`config.mk`:
```
export PLATFORM = sky130hd
export DESIGN_NAME = stm_timer_half
export DESIGN_NICKNAME = d
export VERILOG_FILES = /design/src/stm_timer_half.v
export VERILOG_INCLUDE_DIRS = /design/src
export SDC_FILE = /design/constraint.sdc
export NUM_CORES = 1
export LEC_CHECK = 0
export ABC_AREA = 1
export BUFFER_PORTS_ARGS = -buffer_cell sky130_fd_sc_hd__buf_2
export CELL_PAD_IN_SITES_DETAIL_PLACEMENT = 1
export CELL_PAD_IN_SITES_GLOBAL_PLACEMENT = 1
export CORE_AREA = 2 2 143 145
export CTS_CLUSTER_SIZE = 30
export DETAILED_ROUTE_END_ITERATION = 10
export DIE_AREA = 0 0 145 147
export GPL_TIMING_DRIVEN = 0
export PLACE_DENSITY = 0.79
export SLEW_MARGIN = 20
export SYNTH_ARGS = -nofsm -noshare
export SYNTH_HDL_FRONTEND = slang
export SYNTH_SLANG_ARGS = --single-unit
export TNS_END_PERCENT = 10
```
`constraint.sdc`:
```
create_clock -name ref_clk_i -period 2.3 [get_ports ref_clk_i]
set_clock_uncertainty 0.1 [all_clocks]
set_input_delay 0.23 -clock ref_clk_i [delete_from_list [all_inputs] [get_ports ref_clk_i]]
set_output_delay 0.23 -clock ref_clk_i [all_outputs]
set_load 0.05 [all_outputs]
```
`src/stm_consts.vh`:
```
// Constants for the split 16-bit timer half: register offsets, field positions, reset values.
// Assumes a 32-bit Avalon-MM slave with word-aligned byte addresses.
`ifndef STM_CONSTS_VH
`define STM_CONSTS_VH

`define STM_ADDR_W        8
`define STM_OFF_CFG       8'h00
`define STM_OFF_MODE      8'h04
`define STM_OFF_CTL       8'h0C
`define STM_OFF_IMR       8'h18
`define STM_OFF_RIS       8'h1C
`define STM_OFF_MIS       8'h20
`define STM_OFF_ICR       8'h24
`define STM_OFF_ILR       8'h28
`define STM_OFF_MATCH     8'h30
`define STM_OFF_PRE       8'h38
`define STM_OFF_TVAL      8'h48

`define STM_MODE_MR_LSB   0
`define STM_MODE_CMR_BIT  2
`define STM_MODE_AMS_BIT  3

`define STM_CTL_EN_BIT    0
`define STM_CTL_STALL_BIT 1
`define STM_CTL_EVT_LSB   2
`define STM_CTL_OTE_BIT   5
`define STM_CTL_INV_BIT   6

`define STM_INT_TO_BIT    0
`define STM_INT_CM_BIT    1
`define STM_INT_CE_BIT    2

`define STM_MR_ONESHOT    2'h1
`define STM_MR_PERIODIC   2'h2
`define STM_MR_CAPTURE    2'h3

`define STM_EVT_RISE      2'h0
`define STM_EVT_FALL      2'h1
`define STM_EVT_BOTH      2'h3

`define STM_CFG_16BIT     3'h4
`define STM_RST_LOAD      16'hFFFF
`define STM_RST_PRE       8'h00
`define STM_RST_CTL       7'h00
`define STM_RST_MODE      4'h0

`endif

```
`src/stm_timer_half.v`:
```
// One 16-bit half of a general-purpose timer: one-shot, periodic, edge count, edge time and PWM.
// Assumes an Avalon-MM master on ref_clk_i and a capture pin synchronous to nothing (synchronised here).
//
// Operation
// - One-shot and periodic run a 16-bit down-counter with optional 8-bit prescaler.
// - Mode-select field chooses one-shot or periodic behaviour.
// - Enable starts count-down; the cycle after zero reloads load and prescale values.
// - One-shot clears enable at time-out; periodic keeps counting.
// - Zero sets sticky raw time-out flag; masked flag follows the mask.
// - With trigger enabled, a one-clock trigger pulse follows the zero cycle, one clock after time-out.
// - A load value written while running enters the counter next cycle.
// - Stall freezes the counter until released.
// - Prescale P decrements the counter once every P+1 clocks.
// - Capture-mode bit clear selects edge count on chosen edges.
// - Each selected edge decrements by one; the edge that would take the count to match sets match flags.
// - After match, counter reloads, enable clears, further edges ignored.
// - Edge time mode bypasses the prescaler.
// - Capture-mode bit set gives free-running edge time counter from load value.
// - Selected edge copies count to timer value and sets capture flags.
// - Captured value holds until the next selected edge.
// - Edge time keeps counting after capture, reloading at zero.
// - PWM applies with alternate bit set, capture bit clear, mode periodic.
// - PWM reloads after zero, runs until disabled, sets no flags.
// - PWM output rises at count equal load, falls at count equal match.
// - Output-level invert drives the inverse PWM waveform.
// - Mode-select encodes one-shot as 1 and periodic as 2.
// - Mode-select value 3 means capture operation.
// - Writing one to an interrupt-clear bit clears raw and masked flag.
`timescale 1ns/1ps
`include "stm_consts.vh"

module stm_timer_half #(
	parameter CNT_W = 16,
	parameter PRE_W = 8
) (
	input  wire                   ref_clk_i,
	input  wire                   rstn_i,
	input  wire [`STM_ADDR_W-1:0] avs_address_i,
	input  wire                   avs_read_i,
	input  wire                   avs_write_i,
	input  wire [31:0]            avs_writedata_i,
	input  wire [3:0]             avs_byteenable_i,
	output reg  [31:0]            avs_readdata_o,
	output reg                    avs_waitrequest_o,
	input  wire                   ccp_in_i,
	output reg                    ccp_out_o,
	output reg                    ccp_oe_o,
	output reg                    trigger_o,
	output reg                    irq_o
);

	localparam ST_IDLE = 2'b01;
	localparam ST_RESP = 2'b10;

	reg [1:0]       bus_st_r;
	reg [2:0]       cfg_r;
	reg [3:0]       mode_r;
	reg [6:0]       ctl_r;
	reg [2:0]       imr_r;
	reg [2:0]       ris_r;
	reg [CNT_W-1:0] ilr_r;
	reg [CNT_W-1:0] match_r;
	reg [PRE_W-1:0] pre_r;
	reg [CNT_W-1:0] cnt_r;
	reg [PRE_W-1:0] pcnt_r;
	reg [CNT_W-1:0] tval_r;
	reg             pwm_r;
	reg             ccp_s1_r;
	reg             ccp_s2_r;
	reg             ccp_s3_r;
	reg             ilr_wr_r;

	wire [1:0] mr        = mode_r[`STM_MODE_MR_LSB+1:`STM_MODE_MR_LSB];
	wire       cmr       = mode_r[`STM_MODE_CMR_BIT];
	wire       ams       = mode_r[`STM_MODE_AMS_BIT];
	wire       en        = ctl_r[`STM_CTL_EN_BIT];
	wire       stall     = ctl_r[`STM_CTL_STALL_BIT];
	wire [1:0] evt       = ctl_r[`STM_CTL_EVT_LSB+1:`STM_CTL_EVT_LSB];
	wire       ote       = ctl_r[`STM_CTL_OTE_BIT];
	wire       inv       = ctl_r[`STM_CTL_INV_BIT];
	wire       pwm_mode  = ams & ~cmr & (mr == `STM_MR_PERIODIC);
	wire       cap_mode  = ~ams & (mr == `STM_MR_CAPTURE);
	wire       cnt_mode  = cap_mode & ~cmr;
	wire       time_mode = cap_mode & cmr;
	wire       tmr_mode  = ~ams & ((mr == `STM_MR_ONESHOT) | (mr == `STM_MR_PERIODIC));
	wire       oneshot   = mr == `STM_MR_ONESHOT;
	wire       rise      = ccp_s2_r & ~ccp_s3_r;
	wire       fall      = ~ccp_s2_r & ccp_s3_r;

	// Edge selection: rising, falling or both.
	function edge_hit;
		input [1:0] sel;
		input       r;
		input       f;
		begin
			case (sel)
				`STM_EVT_RISE: edge_hit = r;
				`STM_EVT_FALL: edge_hit = f;
				`STM_EVT_BOTH: edge_hit = r | f;
				default:       edge_hit = r;
			endcase
		end
	endfunction

	wire sel_edge = edge_hit(evt, rise, fall);
	// Prescaler tick; bypassed in the capture modes.
	wire use_pre  = tmr_mode | pwm_mode;
	wire tick     = en & ~stall & (~use_pre | (pcnt_r == {PRE_W{1'b0}}));
	wire at_zero  = (cnt_r == {CNT_W{1'b0}});
	wire to_evt   = tmr_mode & tick & at_zero;
	wire cm_evt   = cnt_mode & en & ~stall & sel_edge & (cnt_r - 1'b1 == match_r);
	wire ce_evt   = time_mode & en & sel_edge;

	wire acc      = (avs_read_i | avs_write_i) & (bus_st_r == ST_IDLE);
	wire wr       = avs_write_i & (bus_st_r == ST_IDLE);
	wire wr_ctl   = wr & (avs_address_i == `STM_OFF_CTL) & avs_byteenable_i[0];
	wire wr_ilr   = wr & (avs_address_i == `STM_OFF_ILR) & (&avs_byteenable_i[1:0]);
	wire wr_icr   = wr & (avs_address_i == `STM_OFF_ICR) & avs_byteenable_i[0];
	wire [2:0] mis = ris_r & imr_r;

	always @(posedge ref_clk_i or negedge rstn_i) begin
		if (!rstn_i) begin
			ccp_s1_r <= 1'b0;
			ccp_s2_r <= 1'b0;
			ccp_s3_r <= 1'b0;
		end else begin
			ccp_s1_r <= ccp_in_i;
			ccp_s2_r <= ccp_s1_r;
			ccp_s3_r <= ccp_s2_r;
		end
	end

	// Bus slave: one wait cycle, answer on the second.
	always @(posedge ref_clk_i or negedge rstn_i) begin
		if (!rstn_i) begin
			bus_st_r          <= ST_IDLE;
			avs_waitrequest_o <= 1'b1;
			avs_readdata_o    <= 32'h00000000;
		end else begin
			case (bus_st_r)
				ST_IDLE: begin
					avs_waitrequest_o <= ~acc;
					if (acc) begin
						bus_st_r <= ST_RESP;
					end
					// Read data is latched only for an accepted read, so it stands until the next answer.
					if (acc & avs_read_i) case (avs_address_i)
						`STM_OFF_CFG:   avs_readdata_o <= {29'h0, cfg_r};
						`STM_OFF_MODE:  avs_readdata_o <= {28'h0, mode_r};
						`STM_OFF_CTL:   avs_readdata_o <= {25'h0, ctl_r};
						`STM_OFF_IMR:   avs_readdata_o <= {29'h0, imr_r};
						`STM_OFF_RIS:   avs_readdata_o <= {29'h0, ris_r};
						`STM_OFF_MIS:   avs_readdata_o <= {29'h0, mis};
						`STM_OFF_ILR:   avs_readdata_o <= {{(32-CNT_W){1'b0}}, ilr_r};
						`STM_OFF_MATCH: avs_readdata_o <= {{(32-CNT_W){1'b0}}, match_r};
						`STM_OFF_PRE:   avs_readdata_o <= {{(32-PRE_W){1'b0}}, pre_r};
						`STM_OFF_TVAL:  avs_readdata_o <= {{(32-CNT_W){1'b0}}, time_mode ? tval_r : cnt_r};
						default:        avs_readdata_o <= 32'h00000000;
					endcase
				end
				ST_RESP: begin
					bus_st_r          <= ST_IDLE;
					avs_waitrequest_o <= 1'b1;
				end
				default: begin
					bus_st_r          <= ST_IDLE;
					avs_waitrequest_o <= 1'b1;
				end
			endcase
		end
	end

	// Configuration registers; writes land at the accepting edge of the idle cycle.
	always @(posedge ref_clk_i or negedge rstn_i) begin
		if (!rstn_i) begin
			cfg_r   <= 3'h0;
			mode_r  <= `STM_RST_MODE;
			imr_r   <= 3'h0;
			ilr_r   <= `STM_RST_LOAD;
			match_r <= {CNT_W{1'b1}};
			pre_r   <= `STM_RST_PRE;
		end else if (wr) begin
			case (avs_address_i)
				`STM_OFF_CFG:   cfg_r   <= avs_writedata_i[2:0];
				`STM_OFF_MODE:  mode_r  <= avs_writedata_i[3:0];
				`STM_OFF_IMR:   imr_r   <= avs_writedata_i[2:0];
				`STM_OFF_ILR:   ilr_r   <= avs_writedata_i[CNT_W-1:0];
				`STM_OFF_MATCH: match_r <= avs_writedata_i[CNT_W-1:0];
				`STM_OFF_PRE:   pre_r   <= avs_writedata_i[PRE_W-1:0];
				default:        cfg_r   <= cfg_r;
			endcase
		end
	end

	// Control register; hardware clears enable on one-shot time-out and count match.
	always @(posedge ref_clk_i or negedge rstn_i) begin
		if (!rstn_i) begin
			ctl_r <= `STM_RST_CTL;
		end else begin
			if (wr_ctl) begin
				ctl_r <= avs_writedata_i[6:0];
			end
			if ((to_evt & oneshot) | cm_evt) begin
				ctl_r[`STM_CTL_EN_BIT] <= 1'b0;
			end
		end
	end

	// Sticky status: a set in the same cycle as a clear wins.
	always @(posedge ref_clk_i or negedge rstn_i) begin
		if (!rstn_i) begin
			ris_r <= 3'h0;
		end else begin
			ris_r <= (ris_r & ~(wr_icr ? avs_writedata_i[2:0] : 3'h0))
				| {ce_evt, cm_evt, to_evt};
		end
	end

	// Counter, prescaler and capture.
	always @(posedge ref_clk_i or negedge rstn_i) begin
		if (!rstn_i) begin
			cnt_r    <= `STM_RST_LOAD;
			pcnt_r   <= `STM_RST_PRE;
			tval_r   <= `STM_RST_LOAD;
			ilr_wr_r <= 1'b0;
		end else begin
			ilr_wr_r <= wr_ilr;
			if (ce_evt) begin
				tval_r <= cnt_r;
			end
			if (ilr_wr_r) begin
				cnt_r  <= ilr_r;
				pcnt_r <= pre_r;
			end else if (cm_evt) begin
				cnt_r <= ilr_r;
			end else if (cnt_mode) begin
				if (en & ~stall & sel_edge) begin
					cnt_r <= cnt_r - 1'b1;
				end
			end else if (en & ~stall) begin
				if (use_pre & (pcnt_r != {PRE_W{1'b0}})) begin
					pcnt_r <= pcnt_r - 1'b1;
				end else if (at_zero) begin
					cnt_r  <= ilr_r;
					pcnt_r <= pre_r;
				end else begin
					cnt_r  <= cnt_r - 1'b1;
					pcnt_r <= pre_r;
				end
			end
		end
	end

	// Outputs: trigger, interrupt and PWM pin.
	always @(posedge ref_clk_i or negedge rstn_i) begin
		if (!rstn_i) begin
			trigger_o <= 1'b0;
			irq_o     <= 1'b0;
			pwm_r     <= 1'b0;
			ccp_out_o <= 1'b0;
			ccp_oe_o  <= 1'b0;
		end else begin
			trigger_o <= ote & to_evt;
			irq_o     <= |(((ris_r & ~(wr_icr ? avs_writedata_i[2:0] : 3'h0))
				| {ce_evt, cm_evt, to_evt}) & imr_r);
			if (pwm_mode & en) begin
				if (cnt_r == ilr_r) begin
					pwm_r <= 1'b1;
				end else if (cnt_r == match_r) begin
					pwm_r <= 1'b0;
				end
			end
			ccp_out_o <= (pwm_mode & en) ? (pwm_r ^ inv) : 1'b0;
			ccp_oe_o  <= pwm_mode & en;
		end
	end

endmodule // stm_timer_half

```
==> run_summary.xml <==
<?xml version="1.0" encoding="UTF-8"?>
<metrics>
  <group name="sta">
    <metric name="hold_violations" unit="">0</metric>
    <metric name="relSlewSlack" unit="">0.530</metric>
    <metric name="setup_ws" unit="ns">-0.177</metric>
    <metric name="report.final.slew_viol_count" unit="">0</metric>
    <metric name="finalSetupViolCount" unit="">19</metric>
    <metric name="max_clock_freq" unit="GHz">0.404</metric>
    <metric name="final_min_period_over_clock_period" unit="">1.08</metric>
    <metric name="period_needed" unit="ns">2.48</metric>
    <metric name="rsz_0062_raised_after_global_routing" unit="">yes</metric>
    <metric name="worstMarginPinSlew" unit="ns">0.705</metric>
    <metric name="worst_hold_slack_after_final_layout" unit="ns">0.0797</metric>
  </group>
  <group name="yosys">
    <metric name="synth-edff-count" unit="">0</metric>
    <metric name="synth_largest_type_area_fraction" unit="">0.227</metric>
    <metric name="synth.avg_cell_area" unit="um^2">7.67</metric>
    <metric name="yosysUniqueCellTypes" unit="">48</metric>
    <metric name="synth.cell_area" unit="mm^2">0.00763</metric>
    <metric name="asyncSetResetFlopFracSynth" unit="">1.00</metric>
    <metric name="netlist.top_cell.by_area" unit="">dfstp_2</metric>
    <metric name="synth_top_cells_by_area" unit="">dfstp_2 23%, dfrtp_1 20%, nand2_1 15%</metric>
    <metric name="synth_seq_area_share" unit="">0.431</metric>
    <metric name="synthFlopType" unit="">dfstp_2</metric>
    <metric name="synthesis.instances" unit="">995</metric>
    <metric name="post-synth-top-count-cell" unit="">nand2_1</metric>
    <metric name="synthTopCellsByCount" unit="">300 x nand2_1, 118 x o21ai_0, 114 x inv_1, 66 x dfstp_2, 62 x dfrtp_1</metric>
    <metric name="yosysWarnings" unit="">0</metric>
    <metric name="yosys_register_bits" unit="">128</metric>
  </group>
  <group name="die">
    <metric name="initial_utilization" unit="">0.384</metric>
    <metric name="die_height" unit="um">147</metric>
    <metric name="std_cell_rows" unit="">52</metric>
    <metric name="fp.dieW" unit="um">145</metric>
    <metric name="dieArea" unit="mm^2">0.0213</metric>
    <metric name="floorplan.core_area" unit="mm^2">0.0198</metric>
    <metric name="design.portCount" unit="">86</metric>
  </group>
  <group name="placement">
    <metric name="dp_hpwl" unit="um">18600</metric>
    <metric name="dp.cells" unit="">1332</metric>
    <metric name="gp_routability_congestion" unit="">0.957</metric>
    <metric name="post-place-ws" unit="ns">-0.406</metric>
    <metric name="portBuffers" unit="">51</metric>
  </group>
  <group name="drt">
    <metric name="vias" unit="">7056</metric>
    <metric name="route.detailed.vias_per_inst" unit="">5.10</metric>
    <metric name="detail_route.first_pass.iterations" unit="">5</metric>
    <metric name="avgRoutedWirePerCell" unit="um">18.2</metric>
    <metric name="initialDrtViolationCount" unit="">424</metric>
    <metric name="drc" unit="">0</metric>
    <metric name="route.antenna.remaining_nets" unit="">0</metric>
    <metric name="route.final.wire_length" unit="um">25200</metric>
  </group>
  <group name="run_status">
    <metric name="failed_checks" unit="">negative setup slack</metric>
    <metric name="run_status" unit="">finished, violations left</metric>
  </group>
  <group name="setup_path">
    <metric name="worstSetupPathType" unit="">flip-flop to flip-flop</metric>
    <metric name="crit_fanout" unit="">10</metric>
    <metric name="start_kind" unit="">flip-flop</metric>
    <metric name="worst-endpoint-required" unit="ns">2.57</metric>
    <metric name="endpoint_kind" unit="">flip-flop</metric>
    <metric name="worst_ep_arrival_time" unit="ns">2.74</metric>
  </group>
  <group name="clock_tree">
    <metric name="cts.root.buffer_cell" unit="">clkbuf_16</metric>
    <metric name="cts_max_level" unit="">4</metric>
    <metric name="clk_pin_slew_worst_paths" unit="ns">0.06</metric>
    <metric name="numClockSinks" unit="">128</metric>
    <metric name="clock_path_buffers" unit="">2</metric>
    <metric name="tritoncts" unit="">yes</metric>
    <metric name="cts_made_buffers" unit="">17</metric>
    <metric name="insertion_delay" unit="ns">0.43</metric>
  </group>
  <group name="global_routing">
    <metric name="grt_pass1_wl" unit="um">40100</metric>
    <metric name="pin_count_of_the_biggest_net_entering_global_routing" unit="">78</metric>
    <metric name="first_global_vias" unit="">7326</metric>
    <metric name="overflow" unit="">0</metric>
    <metric name="all_layer_global_routing_usage" unit="">0.244</metric>
    <metric name="grt_antenna_before_repair" unit="">0</metric>
  </group>
  <group name="job">
    <metric name="maxCapViolations" unit="">0</metric>
  </group>
  <group name="pwr">
    <metric name="power.total" unit="uW">12000</metric>
    <metric name="power_density" unit="mW/mm^2">1290</metric>
    <metric name="pwr-share-clk" unit="">0.246</metric>
    <metric name="power.share.switching" unit="">0.442</metric>
    <metric name="internal-power" unit="uW">6670</metric>
    <metric name="p_leak" unit="uW">0.00434</metric>
    <metric name="vdd_drop_max" unit="uV">787</metric>
    <metric name="share_seq_of_total_power" unit="">0.226</metric>
    <metric name="p_sw" unit="uW">5280</metric>
    <metric name="comb_power_share" unit="">0.529</metric>
  </group>
  <group name="final_layout">
    <metric name="num_antenna_cells" unit="">0</metric>
    <metric name="multi_input_comb_area" unit="mm^2">0.00368</metric>
    <metric name="filler_cell_count" unit="">2497</metric>
    <metric name="ff_latch_area" unit="mm^2">0.00329</metric>
    <metric name="nets" unit="">1157</metric>
    <metric name="syn2layout_area_growth" unit="%">21.3</metric>
    <metric name="final_cell_count_no_fill" unit="">1383</metric>
    <metric name="layout-drive-gt1-share" unit="">0.247</metric>
  </group>
  <group name="min_path">
    <metric name="timing.hold.worst.class" unit="">primary input to flip-flop</metric>
  </group>
</metrics>
## final cells by class
class                   count  area share
multi-input cells         709       0.398
flip-flops and latches    128       0.355
repair buffers             71      0.0514
clock buffers              22      0.0512
inverters                 120      0.0495
plain buffers              53      0.0416
well taps                 270      0.0365
clock inverters            10      0.0170
## registers in the layout, indices dropped and copies added (netlist names), 2 cells and up
signal,cells
avs_readdata_o,16
cnt_r,16
ilr_r,16
match_r,16
tval_r,16
pcnt_r,8
pre_r,8
ctl_r,7
mode_r,4
cfg_r,3
imr_r,3
ris_r,3
bus_st_r,2
## stage by stage
step	cell area (um^2)	util	setup TNS [ns]
3_5_place_dp	8320	0.419	-8.67
2_1_floorplan	7690	-	0
5_1_grt	9250	0.466	-5.85
3_3_place_gp	8280	0.417	-64.50
6_report	9250	0.466	-1.96
4_1_cts	9190	0.463	-1.27
## metal layers
layer / vias to the layer above / part of all wire / wire (um) / global-route usage
met3: 29 / 0.042 / 1060 / 0.0298
met1: 3500 / 0.48 / 12100 / 0.343
met5: - / 0 / 0 / 0
met4: 0 / 0.017 / 437 / 0.0772
li1: 3356 / - / - / -
met2: 171 / 0.46 / 11600 / 0.395
## worst max-delay path: stages (launching register included)
cell             delay [ns]
dfrtp_1                0.41
ha_1                   0.23
nand3_1                0.23
nand2_1                0.16
nand2_1                0.26
o21ai_4                0.37
clkdlybuf4s15_2        0.45
nand2_1                0.12
nand2_2                0.09
## cell families (layout without fill, tap and decap cells)
| logic type | count (synthesis) | in the layout | share of synthesized area |
|---|---|---|---|
| flops | 128 | 128 | 0.431 |
| buf+inv | 173 | 276 | 0.108 |
| fa+ha+maj | 8 | 8 | 0.0131 |
| simple gates | 483 | 483 | 0.281 |
| mux | 10 | 10 | 0.0148 |
| compound gates | 159 | 159 | 0.114 |
| other cells | 1 | 16 | 0.000491 |
| xor+xnor | 33 | 33 | 0.0379 |
## cells in the final DEF (no fill, tap or decap), types with 3 or more instances in the layout
cell and n:
o22ai_1 4, mux2_2 10, nand3_1 54, nand4_1 10, nand2_1 297, nand3_2 16, dfrtp_1 62, clkbuf_1 18
bufinv_16 4, buf_6 3, a21oi_1 12, nand2_2 19, clkbuf_16 17, xor2_1 21, nand2_4 3, dfstp_2 66
conb_1 16, inv_2 5, inv_1 112, or2_2 3, xnor2_1 12, o211ai_1 7, nor2_1 52, o21ai_0 117
a31oi_1 4, nor2_2 9, clkbuf_8 7, dlygate4sd3_1 11, buf_4 26, nor2_4 6, buf_2 55, nor3_1 8
ha_1 7, buf_12 3
## path summary, 6_finish.rpt
kind / from / end / slack (ns) / cells after the start
min reg2reg: ccp_s1_r / ccp_s2_r / 0.25 / 0
min: avs_byteenable_i[0] / ilr_wr_r / 0.08 / 5
min in group asynchronous: rstn_i / ccp_s3_r / 0.20 / 2
max: mode_r[0] / cnt_r[13] / -0.18 / 8
max in group asynchronous: rstn_i / tval_r[11] / 1.13 / 3
max reg2reg: mode_r[0] / cnt_r[13] / -0.18 / 8
## power groups by stage
stage | clock network [uW] | registers [uW] | logic [uW]
2_1_floorplan | 0 | 2720 | 4490
5_1_grt | 3060 | 2720 | 6880
3_5_place_dp | 0 | 2730 | 5810
3_3_place_gp | 0 | 2720 | 5690
6_report | 2940 | 2700 | 6320
4_1_cts | 2970 | 2680 | 6100
## repair_timing
item / 4_1_cts / 5_1_grt
setup endpoints to repair: 34 / 38
hold buffers: 11 / 0
endpoints found under the hold margin: 68 / 0
resized for setup: 15 / 19
pin swaps: 6 / 0
buffers inserted: 8 / 0
Power figures use the tool's default switching activity.
